==> config.mk <==
export PLATFORM = sky130hd
export DESIGN_NAME = slsr_sync_input
export DESIGN_NICKNAME = d
export VERILOG_FILES = /design/src/slsr_pkg.sv /design/src/slsr_sync_input.sv
export SDC_FILE = /design/constraint.sdc
export NUM_CORES = 1
export LEC_CHECK = 0
export BUFFER_PORTS_ARGS = -buffer_cell sky130_fd_sc_hd__buf_2
export CAP_MARGIN = 20
export CORE_AREA = 2 2 39 41
export DETAILED_ROUTE_END_ITERATION = 12
export DIE_AREA = 0 0 41 43
export PLACE_DENSITY = 0.6
export SLEW_MARGIN = 20
export SYNTH_ARGS = -nofsm -noshare
export SYNTH_HDL_FRONTEND = slang
export SYNTH_SLANG_ARGS = --single-unit
==> constraint.sdc <==
create_clock -name i_ref_clk -period 1.1 [get_ports i_ref_clk]
set_input_delay 0.055 -clock i_ref_clk [delete_from_list [all_inputs] [get_ports i_ref_clk]]
set_output_delay 0.055 -clock i_ref_clk [all_outputs]
set_load 0.1 [all_outputs]
==> src/slsr_pkg.sv <==
// Package for the link sync request input block: constants and carrier types.
// Assumes one 10 MHz reference clock and a synchronous active-high reset.
// Function
// - In 8b/10b with source select clear, the single-ended pin is an active-low link request.
// - In 64b/66b the sync input skips link setup but may still sync oscillators.
// - Selected sync going low in 8b/10b starts code group synchronization.
// - Receiver raises sync after alignment; that rising edge starts the alignment sequence.
// - Source select set takes the request from the differential marker pair.
// - The differential marker pair is read active low, like the single-ended pin.
// - The differential marker input responds only while its receiver enable is one.
package slsr_pkg;

    // ------------------------------------------------------------
    // Constants
    // ------------------------------------------------------------
    localparam int SYNC_STAGES = 2;
    localparam logic SEL_SINGLE = 1'h0;
    localparam logic SEL_DIFF = 1'h1;
    localparam logic MODE_8B10B = 1'h0;
    localparam logic MODE_64B66B = 1'h1;
    localparam logic RX_ENABLED = 1'h1;

    // ------------------------------------------------------------
    // Types
    // ------------------------------------------------------------
    typedef enum logic [1:0] {
        SLSR_IDLE,
        SLSR_CGS,
        SLSR_ILAS,
        SLSR_DATA
    } slsr_state_e;

    typedef struct packed {
        logic link_mode;
        logic sync_select;
        logic marker_receiver_enable;
    } slsr_cfg_s;

    typedef struct packed {
        logic cgs_active;
        logic ilas_start;
        logic ilas_active;
        logic data_active;
        logic nco_sync;
    } slsr_status_s;

endpackage : slsr_pkg

==> src/slsr_sync_input.sv <==
// Link sync request input: source select, resampling and link start sequencing.
// Assumes the pins are asynchronous to i_ref_clk and configuration is quasi-static.
`timescale 1ns/10ps
module slsr_sync_input (
    input wire logic i_ref_clk,
    input wire logic i_sys_rst,
    input wire slsr_pkg::slsr_cfg_s i_cfg,
    input wire logic i_single_ended_sync_request_n,
    input wire logic i_differential_marker_input,
    input wire logic i_ilas_done,
    output slsr_pkg::slsr_status_s o_status,
    output logic o_sync_request
);

    // ------------------------------------------------------------
    // Pin resampling
    // ------------------------------------------------------------
    logic [slsr_pkg::SYNC_STAGES-1:0] se_sync;
    logic [slsr_pkg::SYNC_STAGES-1:0] df_sync;
    logic [slsr_pkg::SYNC_STAGES-1:0] next_se_sync;
    logic [slsr_pkg::SYNC_STAGES-1:0] next_df_sync;

    always_comb begin
        next_se_sync = {se_sync[0], i_single_ended_sync_request_n};
        next_df_sync = {df_sync[0], i_differential_marker_input};
    end

    always_ff @(posedge i_ref_clk) begin
        if (i_sys_rst) begin
            se_sync <= '1;
            df_sync <= '1;
        end else begin
            se_sync <= next_se_sync;
            df_sync <= next_df_sync;
        end
    end

    // ------------------------------------------------------------
    // Source select and polarity
    // ------------------------------------------------------------
    logic req_now;
    logic req_prev;
    logic next_req_prev;
    logic diff_req;

    always_comb begin
        // Disabled receiver reads as no request
        diff_req = (i_cfg.marker_receiver_enable == slsr_pkg::RX_ENABLED)
                   && !df_sync[1];
        if (i_cfg.sync_select == slsr_pkg::SEL_DIFF) begin
            req_now = diff_req;
        end else begin
            req_now = !se_sync[1];
        end
        next_req_prev = req_now;
    end

    always_ff @(posedge i_ref_clk) begin
        if (i_sys_rst) begin
            req_prev <= 1'h0;
        end else begin
            req_prev <= next_req_prev;
        end
    end

    // ------------------------------------------------------------
    // Link start sequencing
    // ------------------------------------------------------------
    slsr_pkg::slsr_state_e state;
    slsr_pkg::slsr_state_e next_state;
    slsr_pkg::slsr_status_s next_status;
    logic is_8b10b;
    logic release_edge;

    always_comb begin
        is_8b10b = (i_cfg.link_mode == slsr_pkg::MODE_8B10B);
        release_edge = req_prev && !req_now;
        next_state = state;
        if (!is_8b10b) begin
            next_state = slsr_pkg::SLSR_IDLE;
        end else if (req_now) begin
            next_state = slsr_pkg::SLSR_CGS;
        end else begin
            case (state)
                slsr_pkg::SLSR_IDLE: next_state = slsr_pkg::SLSR_IDLE;
                slsr_pkg::SLSR_CGS: begin
                    if (release_edge) begin
                        next_state = slsr_pkg::SLSR_ILAS;
                    end
                end
                slsr_pkg::SLSR_ILAS: begin
                    if (i_ilas_done) begin
                        next_state = slsr_pkg::SLSR_DATA;
                    end
                end
                slsr_pkg::SLSR_DATA: next_state = slsr_pkg::SLSR_DATA;
                default: next_state = slsr_pkg::SLSR_IDLE;
            endcase
        end
        next_status.cgs_active = (next_state == slsr_pkg::SLSR_CGS);
        next_status.ilas_start = (state == slsr_pkg::SLSR_CGS)
                                 && (next_state == slsr_pkg::SLSR_ILAS);
        next_status.ilas_active = (next_state == slsr_pkg::SLSR_ILAS);
        next_status.data_active = (next_state == slsr_pkg::SLSR_DATA);
        next_status.nco_sync = !is_8b10b && release_edge;
    end

    always_ff @(posedge i_ref_clk) begin
        if (i_sys_rst) begin
            state <= slsr_pkg::SLSR_IDLE;
            o_status <= '0;
            o_sync_request <= 1'h0;
        end else begin
            state <= next_state;
            o_status <= next_status;
            o_sync_request <= req_now;
        end
    end

    // ------------------------------------------------------------
    // Checks
    // ------------------------------------------------------------
    property p_req_to_cgs;
        @(posedge i_ref_clk) disable iff (i_sys_rst)
        (req_now && is_8b10b) |=> o_status.cgs_active;
    endproperty
    a_req_to_cgs: assert property (p_req_to_cgs) else $error("request did not start cgs");

    property p_release_ilas;
        @(posedge i_ref_clk) disable iff (i_sys_rst)
        (is_8b10b && state == slsr_pkg::SLSR_CGS && release_edge) |=> o_status.ilas_start;
    endproperty
    a_release_ilas: assert property (p_release_ilas) else $error("release missed ilas");

    property p_ilas_cause;
        @(posedge i_ref_clk) disable iff (i_sys_rst)
        o_status.ilas_start |-> $past(release_edge);
    endproperty
    a_ilas_cause: assert property (p_ilas_cause) else $error("ilas without release");

    property p_no_init_64;
        @(posedge i_ref_clk) disable iff (i_sys_rst)
        !is_8b10b |=> !o_status.cgs_active && !o_status.ilas_active;
    endproperty
    a_no_init_64: assert property (p_no_init_64) else $error("64b66b used sync for setup");

    property p_single_polarity;
        @(posedge i_ref_clk) disable iff (i_sys_rst)
        (i_cfg.sync_select == slsr_pkg::SEL_SINGLE) |-> (req_now == !se_sync[1]);
    endproperty
    a_single_polarity: assert property (p_single_polarity) else $error("se polarity");

    property p_diff_select;
        @(posedge i_ref_clk) disable iff (i_sys_rst)
        (i_cfg.sync_select == slsr_pkg::SEL_DIFF && i_cfg.marker_receiver_enable)
        |-> (req_now == !df_sync[1]);
    endproperty
    a_diff_select: assert property (p_diff_select) else $error("diff source wrong");

    property p_rx_disabled;
        @(posedge i_ref_clk) disable iff (i_sys_rst)
        (i_cfg.sync_select == slsr_pkg::SEL_DIFF && !i_cfg.marker_receiver_enable) |-> !req_now;
    endproperty
    a_rx_disabled: assert property (p_rx_disabled) else $error("disabled rx responded");

    property p_resample_delay;
        @(posedge i_ref_clk) disable iff (i_sys_rst)
        $fell(i_single_ended_sync_request_n) ##1 !i_single_ended_sync_request_n
        |=> !se_sync[1];
    endproperty
    a_resample_delay: assert property (p_resample_delay) else $error("resample delay");

    // ------------------------------------------------------------
    // Pin to output checks
    // ------------------------------------------------------------
    property p_se_fall;
        @(posedge i_ref_clk) disable iff (i_sys_rst)
        ((i_cfg.sync_select == slsr_pkg::SEL_SINGLE) && $fell(i_single_ended_sync_request_n))
        ##1 !i_single_ended_sync_request_n ##1 !i_single_ended_sync_request_n
        |=> o_sync_request && (!is_8b10b || o_status.cgs_active);
    endproperty
    a_se_fall: assert property (p_se_fall) else $error("se fall lost");

    property p_se_rise;
        @(posedge i_ref_clk) disable iff (i_sys_rst)
        ((i_cfg.sync_select == slsr_pkg::SEL_SINGLE) && $rose(i_single_ended_sync_request_n))
        ##1 i_single_ended_sync_request_n ##1 i_single_ended_sync_request_n
        |=> !o_sync_request;
    endproperty
    a_se_rise: assert property (p_se_rise) else $error("se release lost");

    property p_df_fall;
        @(posedge i_ref_clk) disable iff (i_sys_rst)
        ((i_cfg.sync_select == slsr_pkg::SEL_DIFF) && i_cfg.marker_receiver_enable
         && $fell(i_differential_marker_input))
        ##1 !i_differential_marker_input ##1 !i_differential_marker_input
        |=> o_sync_request;
    endproperty
    a_df_fall: assert property (p_df_fall) else $error("pair fall lost");

    property p_rx_off_out;
        @(posedge i_ref_clk) disable iff (i_sys_rst)
        (i_cfg.sync_select == slsr_pkg::SEL_DIFF && !i_cfg.marker_receiver_enable)
        |=> !o_sync_request;
    endproperty
    a_rx_off_out: assert property (p_rx_off_out) else $error("disabled rx output");

    // ------------------------------------------------------------
    // Sequencing checks
    // ------------------------------------------------------------
    property p_nco_pulse;
        @(posedge i_ref_clk) disable iff (i_sys_rst)
        (!is_8b10b && release_edge) |=> o_status.nco_sync;
    endproperty
    a_nco_pulse: assert property (p_nco_pulse) else $error("nco sync missed");

    property p_nco_only_64;
        @(posedge i_ref_clk) disable iff (i_sys_rst)
        is_8b10b |=> !o_status.nco_sync;
    endproperty
    a_nco_only_64: assert property (p_nco_only_64) else $error("nco sync in 8b10b");

    property p_no_data_64;
        @(posedge i_ref_clk) disable iff (i_sys_rst)
        !is_8b10b |=> !o_status.data_active && !o_status.ilas_start;
    endproperty
    a_no_data_64: assert property (p_no_data_64) else $error("64b66b left idle");

    property p_ilas_pulse;
        @(posedge i_ref_clk) disable iff (i_sys_rst)
        o_status.ilas_start |=> !o_status.ilas_start;
    endproperty
    a_ilas_pulse: assert property (p_ilas_pulse) else $error("ilas start too long");

    property p_ilas_hold;
        @(posedge i_ref_clk) disable iff (i_sys_rst)
        (is_8b10b && state == slsr_pkg::SLSR_ILAS && !req_now && !i_ilas_done)
        |=> o_status.ilas_active;
    endproperty
    a_ilas_hold: assert property (p_ilas_hold) else $error("ilas dropped early");

    property p_ilas_to_data;
        @(posedge i_ref_clk) disable iff (i_sys_rst)
        (is_8b10b && state == slsr_pkg::SLSR_ILAS && !req_now && i_ilas_done)
        |=> o_status.data_active;
    endproperty
    a_ilas_to_data: assert property (p_ilas_to_data) else $error("data phase missed");

endmodule : slsr_sync_input

==> results of run 1 <==
-- synth_stat cells --
master / n
sky130_fd_sc_hd__dfxtp_1: 12
sky130_fd_sc_hd__or2_2: 6
sky130_fd_sc_hd__nor4_1: 4
sky130_fd_sc_hd__a21oi_1: 2
sky130_fd_sc_hd__nand3b_1: 2
sky130_fd_sc_hd__a2111oi_2: 1
sky130_fd_sc_hd__a31oi_1: 1
sky130_fd_sc_hd__a41oi_1: 1
sky130_fd_sc_hd__and3b_1: 1
sky130_fd_sc_hd__clkbuf_1: 1
sky130_fd_sc_hd__nand2_1: 1
sky130_fd_sc_hd__nor2_1: 1
sky130_fd_sc_hd__o21ai_0: 1
sky130_fd_sc_hd__or2b_1: 1
sky130_fd_sc_hd__or3b_1: 1
sky130_fd_sc_hd__or3b_2: 1
-- critical path: stages, from the launching register on --
cell	delay, ps
sky130_fd_sc_hd__dfxtp_2	340
sky130_fd_sc_hd__or3b_4	380
sky130_fd_sc_hd__a2111oi_2	280
-- final timing paths --
kind	from	endpoint	slack, ps	cells past startpoint
hold reg to reg	df_sync[0]	df_sync[1]	410	1
setup / recovery	state[1]	o_status[2]	9	2
setup reg to reg	state[1]	o_status[2]	9	2
hold / removal	i_sys_rst	se_sync[0]	40	2
-- repair_timing --
action,CTS,global route
hold endpoints to repair,4,1
resized for setup,2,4
hold buffers,4,1
setup endpoints to repair,1,4
setup buffers,1,0
pin swaps,1,0
-- metal layers --
| layer | wire, um | track usage [%] |
|---|---|---|
| met1 | 381 | 12.0 |
| met2 | 382 | 15.0 |
| met3 | 71 | 9.42 |
| met4 | 0 | 6.00 |
| met5 | 0 | 0 |
-- layout make-up --
cell class	count	area, um2	share of cell area, %
sequential	12	246	39.2
tap	16	20.0	3.18
multi-input combinational	24	166	26.4
timing repair buffer	21	160	25.4
clock buffer	4	36.3	5.77
-- flip-flops by register name (all words and copies together) (netlist names) --
name	count
o_status	5
df_sync	2
state	2
o_sync_request	1
se_sync	2
-- kinds of logic (layout without fill, tap and decap cells) --
group | after synthesis | after routing | synth area share [%]
and+or+nand+nor | 18 | 18 | 29.1
DFF | 12 | 12 | 58.9
AOI/OAI and AO/OA | 6 | 6 | 11.0
buffers and inverters | 1 | 25 | 0.919
-- power by group --
part | internal [mW] | leakage (nW) | total (mW) | switching, mW
Clock | 0.201 | 0.0210 | 0.344 | 0.143
Combinational | 0.0369 | 0.139 | 0.0740 | 0.0370
Sequential | 0.442 | 0.0996 | 0.446 | 0.00372
-- metrics by stage --
stage | cell area [um2] | util, %
global route | 629 | 45.5
detailed placement | 523 | 37.8
CTS | 609 | 44.0
floorplan | 412 | -
global placement | 523 | 37.8
finish | 629 | 45.5
==> results.txt, run 1 <==
* Largest fanout of any net on the critical path: 4
* Slew @ Worst Pin: around 480 ps
* Final estimated routing congestion in global placement: 0.687
- Post-synth top area cell: sky130_fd_sc_hd__dfxtp_1
- Seq/Total Area, Yosys: 58.9%
- Once detail routing completed, the nets flagged for antenna violations numbered 0.
* Summed negative setup slack over all endpoints: 0 ps
- The worst setup path is captured at a flip-flop.
- After global routing the overflow that remains totals 0.
* Clock root buffer: sky130_fd_sc_hd__clkbuf_4
- The via count of the first global-routing pass came to about 310.
* Count of unresolved DRC violations after routing: 0
- Wires add up to about 840 um.
- Clock skew on the completed layout was measured at around 0.37 ps.
- Once routing completed, OpenROAD measured the worst setup slack at roughly 8.6 ps.
- VDD sags by at most roughly 0.78 mV.
- STA puts the critical path data arrival time at 1270 ps.
- In this run the power density over the cells is 1370 nW/um2.
* HPWL after detailed placement: 551 um
- Average wire per cell in the routed design: around 11 um
* Fin cells: slightly below 80
- The first global-routing pass estimated 1.26 mm of wire.
- TritonCTS built the clock tree.
- Vias after detailed routing: 362
- Entering global routing, the biggest net connects 8 pins.
- After layout, the worst path uses 99.2% of the clock period.
* Number of distinct library cells after synthesis: 16
* Top-area cell type share of the netlist area: 58.9%
- 14 I/O pins were placed.
* Unrepaired setup endpoints after global routing: true
- Hold WS: 36.6 ps
- From synthesis to final layout, the design area changed by 54.3%.
* Kind of critical path: reg2reg
- At the later pin of the worst-skew pair, clock insertion delay measures 270 ps.
- STA puts the critical path data required time at 1280 ps.
- Final setup vio count: 0
- Ranked by total cell area, the synthesized netlist is headed by sky130_fd_sc_hd__dfxtp_1 (59%), sky130_fd_sc_hd__or2_2 (9.2%), sky130_fd_sc_hd__nor4_1 (6.1%), sky130_fd_sc_hd__a2111oi_2 (3.7%), sky130_fd_sc_hd__nand3b_1 (3.7%).
- Number of max-slew violations in the final report: 0
- The flow ran to the end, and the final reports show no timing, DRC or antenna violations.
- Path type of the worst min-delay path: in2reg
- The tool flagged a number of max-cap violations equal to 0.
- CTS H-tree depth: 1
- In this run, CTS created clock tree buffers numbering 3.
- FMAX: 916 MHz
- Diode count: 0
* Syn Area/Cell: 11.0 um2
- After floorplanning, the core was sized to cover ~1400 um2.
* Static leakage: about 0.26 nW
- Total die area: 1760 um2
- After detailed routing, the number of vias per cell comes to 4.70.
- Number of register bits inferred by synthesis: 12
* Number of sinks on the clock net: 12
- Layout cells sized above 1: 52.5%
* Cells after DPL: 67
- STA classifies the critical path startpoint as a flip-flop.
- The first detailed-routing pass ran for 2 iterations.
- Counting every net in the synthesized netlist gives 45.
- Final Hold Fails: 0
* Clock tree buffer depth: 2
* Chip height: ~43 um
* Top library cells by usage in the layout, fill and taps aside: sky130_fd_sc_hd__dfxtp_1 (9), sky130_fd_sc_hd__buf_2 (9), sky130_fd_sc_hd__or2_2 (6), sky130_fd_sc_hd__clkbuf_4 (6), sky130_fd_sc_hd__dlygate4sd3_1 (5)
- Die boundary width: 41 um
- Subtracting the final worst setup slack from the clock period gives between 1000 and 1500 ps.
- In this run, the number of DRC markers left after iteration 0 of detailed routing was 5.
* Clock-pin slew on the worst setup and hold paths: 70 ps
* Relative max-transition margin: between 60% and 70%
- Number of warnings reported in the yosys synthesis log: 0
* DP Worst Slack: -47.6 ps
- Antenna violations before repair: 0
- Count of standard-cell rows: 14
* Count of input and output buffers: 13
* Count of mapped cells out of synthesis: 37
* Netlist Area Pre-Place: about 410 um2
- Fill cells: 139
- Final-stage net count: 70
- Power comes to 864 uW.
* Initial cell density of the core: 29.5%
- Across every metal layer, demand over resource in global routing totals 11.3%.
No activity file was read; power rests on OpenSTA's default activity.
==> inputs of run 2 (changes only) <==
--- a/constraint.sdc
+++ b/constraint.sdc
@@ -3,2 +3,2 @@
 set_output_delay 0.055 -clock i_ref_clk [all_outputs]
-set_load 0.1 [all_outputs]
+set_load 0.05 [all_outputs]
==> results.txt, run 2 (same netlist as run 1, synthesis figures left out) <==
- The flow ran to the end, and the final reports show no timing, DRC or antenna violations.
* Hold path start: i_sys_rst
- Number of setup buffers added after CTS: 0
- Die boundary width: 41 um
* Worst reg2reg path depth: 2
- The first detailed-routing pass took 2 iterations.
* Data arrival time of the critical path: around 1300 ps
- Initial cell density of the core: 29.5%
- FMAX: 914 MHz
- Required time at the worst-slack endpoint: 1280 ps
- Leaving out fill and tap cells, the most frequent cells in the layout are sky130_fd_sc_hd__buf_2 (13), sky130_fd_sc_hd__dfxtp_1 (9), sky130_fd_sc_hd__or2_2 (6).
- Antenna violations before repair: 0
* Area Overhead vs Synth: 39.6%
- Final Hold Fails: 0
* Startpoint of the worst register-to-register path: state[1]
- After clock tree synthesis, the clock-pin slew on the worst setup and hold paths is 70 ps.
- The tightest hold path in the finished design has a slack of 18.2 ps.
- Pin count of the biggest net entering global routing: 8
* Static leakage: 0.235 nW
- Pin placement for this block handled 14 I/O pins.
- The register with the most flip-flops in the layout has 5 of them.
- Number of nets with antenna violations after routing: 0
- Final estimated routing congestion in global placement: 0.650
- Core Area: approximately 1400 um2
- Layout cells sized above 1: 49.1%
* Chip height: 43 um
* Fill cells: 144
- Worst reg2reg endpoint: o_status[2]
* CTS tree: built
* Relative max-transition margin: approximately three quarters
- Path type of the worst min-delay path: in2reg
* Final setup vio count: 0
* Unrepaired setup endpoints after global routing: true
- Via density: 4.89
- Clock tree buffer depth: 2
* Count of input and output buffers: 13
- Cells after DPL: 65
- GRT Overall Usage: a little under an eighth
- Dividing total power by cell area gives a power density of 1500 nW/um2.
- Clock tree synthesis inserted a total of 3 buffers.
* Flop-to-flop setup slack: 6 ps
* Worst setup SP type: flip-flop
- The routed design has 799 um of wire.
* Vias after detailed routing: 357
- Counting flops per register, the top entry is o_status.
* Kind of critical path: reg2reg
- Along the worst path, the maximum fanout reaches 5.
- STA classifies the critical path endpoint as a flip-flop.
* Summed negative setup slack over all endpoints: 0 ps
- Fin cells: 73
* Number of global-route vias before repair: 322
* Period utilization: 99.4%
- Wire length of the first global-routing pass: approximately 1.2 mm
- Clock latency on the worst-skew pair, taken at its later pin, is ~280 ps.
* Leading cell type in the layout, fill and taps excluded: sky130_fd_sc_hd__buf_2
- The number of antenna diodes in the final layout is 0.
- The tree built by TritonCTS fans out to 12 sinks.
- Leftover overflow at the end of global routing: 0
- Final-stage net count: 66
* Average wire per cell in the routed design: 10.9 um
- The worst hold path terminates at o_status[0].
* Slew @ Worst Pin: 396 ps
* Count of standard-cell rows: 14
* Number of max-slew violations in the final report: 0
- The tree is rooted in a sky130_fd_sc_hd__clkbuf_4.
* Initial DRC Count: 1
- CTS H-tree depth: 1
- Minimum clock period: 1090 ps
- Max-cap viol count: 0
- For this run, design rule violations remaining after detail routing come to 0.
- Total die area: around 1800 um2
* Hold path depth: 2
- Between clock sinks in the finished design, the worst skew comes to 3.95 ps.
* Maximum vdd ir drop: 0.805 mV
==> run 2: worst max-delay path by stage <==
stage / from / endpoint / slack, ps / depth (start not counted)
2_1_floorplan: o_sync_request / o_status[2] / 20 / 2
3_3_place_gp: state[0] / o_status[2] / 30 / 2
3_5_place_dp: state[0] / o_status[2] / 7 / 2
4_1_cts: state[1] / o_status[2] / 0.03 / 2
5_1_grt: state[1] / o_status[2] / -50 / 2
6_report: state[1] / o_status[2] / 6 / 2
==> run 2: timing repair <==
item,4_1_cts,5_1_grt
endpoints found under the hold margin,4,0
endpoints found under the setup margin,1,1
resized for setup,1,0
hold buffers,4,0
==> run 2: routing by layer <==
layer | track usage, % | routed length [um]
met1 | 11.4 | 322
met2 | 16.3 | 407
met3 | 9.42 | 69
met4 | 8.00 | 0
met5 | 0 | 0
==> run 2: cell type report <==
cell class | count | area, um2 | area share, %
sequential | 12 | 244 | 42.9
clock buffer | 4 | 36.3 | 6.37
tap | 16 | 20.0 | 3.52
multi-input combinational | 24 | 164 | 28.8
timing repair buffer | 17 | 105 | 18.5
==> run 2: power breakdown <==
group | switching, mW | internal (mW)
Combinational | 0.0269 | 0.0296
Clock | 0.148 | 0.201
Sequential | 0.00415 | 0.444
==> run 2: metrics by stage <==
step	area [um2]	utilization [%]	power (mW)	setup WS [ps]
detailed placement	492	35.5	0.504	6.94
global route	569	41.1	0.900	-45.5
CTS	569	41.1	0.876	0.0262
finish	569	41.1	0.854	6.18
global placement	492	35.5	0.504	29.2
floorplan	410	-	0.483	15.7
==> run 2: critical path: stages, from the launching register on <==
cell and delay, ps:
sky130_fd_sc_hd__dfxtp_2 350, sky130_fd_sc_hd__or3b_1 360, sky130_fd_sc_hd__a2111oi_2 290
==> inputs of run 3 (changes only) <==
- ABC_AREA: unset -> 1
- PLACE_DENSITY: 0.6 -> 0.57
==> results.txt, run 3 <==
- Result of the run: finished clean
- The via count of the first global-routing pass was roughly 330.
- The worst hold path passes through 3 cells.
- Data arrives at the worst endpoint at approximately 1200 ps.
- In this run the number of cells on the critical path is 7.
* Met1 usage in global routing: 11.1%
- The worst setup path is launched from a flip-flop.
* Post-synth top area cell: sky130_fd_sc_hd__dfxtp_1
- Worst reg2reg endpoint: o_status[4]
* Clock tree buffer depth: 2
- Net switching is 22.5% of the power.
- Counting the fill cells in the layout gives 141.
- Count of standard-cell rows: 14
- Clock root buffer: sky130_fd_sc_hd__clkbuf_4
* Most frequent cells after synthesis: sky130_fd_sc_hd__dfxtp_1 (12), sky130_fd_sc_hd__inv_1 (8), sky130_fd_sc_hd__nand2_1 (5)
* Number of max-slew violations in the final report: 0
- Summed negative setup slack over all endpoints: 0 ps
- Number of sinks on the clock net: 12
* DP Worst Slack: around 150 ps
- Clock insertion delay at the later pin of the skew report: ~270 ps
* Leftover overflow at the end of global routing: 0
- For this run, global-route usage on met3 was measured as under 10%.
* Flop-to-flop setup slack: 150 ps
- Of all nets on the critical path, the largest fanout is 3.
- Number of distinct library cells after synthesis: 16
- Buffers added to address setup during post-CTS repair amount to 0.
- The library cell used most frequently in the layout, excluding fill and tap cells, is sky130_fd_sc_hd__buf_2.
* Path type of the worst min-delay path: in2reg
- Final setup vio count: 0
- Setup repair after global routing left no endpoint under its margin.
- Area Overhead vs Synth: 30.7%
* Via density: 4.04
- After legalization and detailed placement, the total HPWL measured 511 um.
* Die boundary width: 41 um
- During I/O placement, the number of pins put on the boundary was 14.
- Worst stage delay on the critical path: ~300 ps
* Number of register bits inferred by synthesis: 12
- Count of unresolved DRC violations after routing: 0
- Crit path top cell by count: sky130_fd_sc_hd__nor2_4
- Buffers inserted to repair hold after CTS numbered 3.
* Post-Synthesis Net Count: 54
- The cell count after synthesis came out at 46.
- The first TritonRoute pass finished after 4 iterations.
- The floorplan step defined a die boundary enclosing 1760 um2.
- Following the worst setup path forward leads to its endpoint at o_status[4].
- Cell-internal power: 602 uW
- The critical path goes through inv_1, nand3_2, nand2_4, nor2_4, nor2_4, nand2_2, a21oi_2.
- For this run, the number of Yosys warnings is 0.
- The global routing stage identified its most utilized layer as met2.
* Static leakage: 0.299 nW
- Required time at the worst-slack endpoint: between 1000 and 1500 ps
- Of the cells placed in the final design, the portion with a size suffix greater than 1 is 50.8%.
- Grouping stages by cell kind, the critical path spends the most delay in simple AND/OR/NAND/NOR gates.
- Cell types occupying the most area after synthesis: sky130_fd_sc_hd__dfxtp_1 (53%), sky130_fd_sc_hd__nor2_4 (7.5%), sky130_fd_sc_hd__inv_1 (6.6%), sky130_fd_sc_hd__or2_2 (5.5%), sky130_fd_sc_hd__nand2_4 (5.0%)
* Final-stage net count: between 70 and 80
* Total length of routed wires: around 660 um
* Final Hold Fails: 0
- Sequential share of power: a little under three fifths
* Met2 Use GR: 15.6%
* Average wire per cell in the routed design: 8.19 um
* Vias after detailed routing: 327
* Seq/Total Area, Yosys: 53.0%
- Maximum vdd ir drop: 0.627 mV
- Final estimated routing congestion in global placement: just under 0.7
- Clock-pin slew was measured on the worst setup and hold paths at 70 ps.
* Number of enable-type register cells in the synthesized netlist: 0
- Primary FF master, synth: sky130_fd_sc_hd__dfxtp_1
* Combined buffer and inverter count along the critical path: 1
- CTS tree: built
* Pin count of the biggest net entering global routing: 7
* Crit end category: flip-flop
- The repair_antennas step left the layout with diodes totalling 0.
- For this run, the total global-route usage over all layers was measured as 10.6%.
- FMAX: 1050 MHz
- Chip height: 43 um
- Leaving out fill and tap cells, the most frequent cells in the layout are sky130_fd_sc_hd__buf_2 (13), sky130_fd_sc_hd__dfxtp_1 (11), sky130_fd_sc_hd__inv_1 (8).
* Max-cap viol count: 0
- Once detail routing completed, the nets flagged for antenna violations numbered 0.
- Tracing the worst setup path back leads to its startpoint at df_sync[1].
* Fraction of power consumed by combinational cells: 9.0%
* CTS H-tree depth: 1
- Netlist Area Pre-Place: 453 um2
* Minimum clock period: around 950 ps
- The first global-routing pass estimated 1.20 mm of wire.
* Worst setup skew after layout: 3.43 ps
- Post-cts gate resize count: 0
- In this run the tightest slew margin relative to its limit is roughly 84%.
* Antenna violations before repair: 0
- Initial cell density of the core: 32.7%
* Inserted Clock Buffers: 3
- The clock network accounts for 33.5% of the total power.
* Switching power summed over all nets: roughly 170 uW
- Initial DRC Count: 3
- Count of input and output buffers: 13
* Startpoint of the worst register-to-register path: df_sync[1]
* Most flop-heavy register: o_status
- Period utilization: 86.5%
- Syn Area/Cell: 9.85 um2
- Setup slack on the critical path of the routed design comes to 148 ps.
- The slowest stage of the critical path belongs to the cell sky130_fd_sc_hd__dfxtp_1.
- Power Dens Cells: 1310 nW/um2
* Largest register FFs: 5
- Top-area cell type share of the netlist area: 53.0%
- The critical path is of the reg2reg type.
- Worst reg2reg path depth: 7
* Core Area: 1380 um2
- Counting flops with an async set or reset pin after synthesis yields a share of 0%.
* Most frequent cell after synthesis: sky130_fd_sc_hd__dfxtp_1
- At the pin with the least slew margin, the transition time is around 250 ps.
## run 3: layout make-up
cell class	instances	area [um2]	area share (%)
Tap cell	16	20.0	3.38
Multi-Input combinational cell	26	183	30.9
Inverter	8	30.0	5.07
Clock buffer	3	22.5	3.81
Timing Repair Buffer	16	95.1	16.1
Sequential cell	12	241	40.8
## run 3: how the worst min path moves through the flow
stage                     slack [ps]             end                   startpoint
final                             80     o_status[0]                     i_cfg[2]
after global routing             100     o_status[0]                     i_cfg[2]
after CTS                         80     o_status[0]                     i_cfg[2]
after detailed placement         240      df_sync[0]  i_differential_marker_input
after global placement           240      df_sync[0]  i_differential_marker_input
after floorplan                  120  o_sync_request                    i_sys_rst
## run 3: kinds of logic (layout without fill, tap and decap cells)
logic type | count (synthesis) | count (layout) | synth area share [%]
AO/OA/AOI/OAI | 3 | 3 | 4.14
buffers and inverters | 8 | 27 | 6.63
flip-flops | 12 | 12 | 53.0
AND/OR/NAND/NOR | 23 | 23 | 36.2
## run 3: worst min-delay path, cell delays in order
cell and delay, ps:
sky130_fd_sc_hd__buf_2 140, sky130_fd_sc_hd__nand2_1 70, sky130_fd_sc_hd__nor3_1 40
## run 3: power by group through the flow
stage | clock network, mW | logic, mW | registers, mW
2_1_floorplan | 0 | 0.0324 | 0.464
3_3_place_gp | 0 | 0.0618 | 0.457
3_5_place_dp | 0 | 0.0624 | 0.457
4_1_cts | 0.264 | 0.0706 | 0.447
5_1_grt | 0.277 | 0.0781 | 0.448
6_report | 0.260 | 0.0700 | 0.447
## run 3: per-layer routing
metal	vias up	wire (um)
met5	-	0
met4	0	17
met3	4	26
met2	8	344
met1	137	275
li1	178	-
## run 3: stage by stage
| stage | utilization [%] | power, mW | cells | cell area, um2 | hold WS, ps |
|---|---|---|---|---|---|
| finish | 42.8 | 0.776 | 81 | 592 | 80.8 |
| CTS | 42.8 | 0.782 | 81 | 592 | 79.2 |
| detailed placement | 39.0 | 0.519 | 75 | 539 | 240 |
| global placement | 39.0 | 0.518 | 75 | 539 | 237 |
| floorplan | - | 0.496 | 46 | 454 | 117 |
| global route | 42.8 | 0.803 | 81 | 592 | 101 |
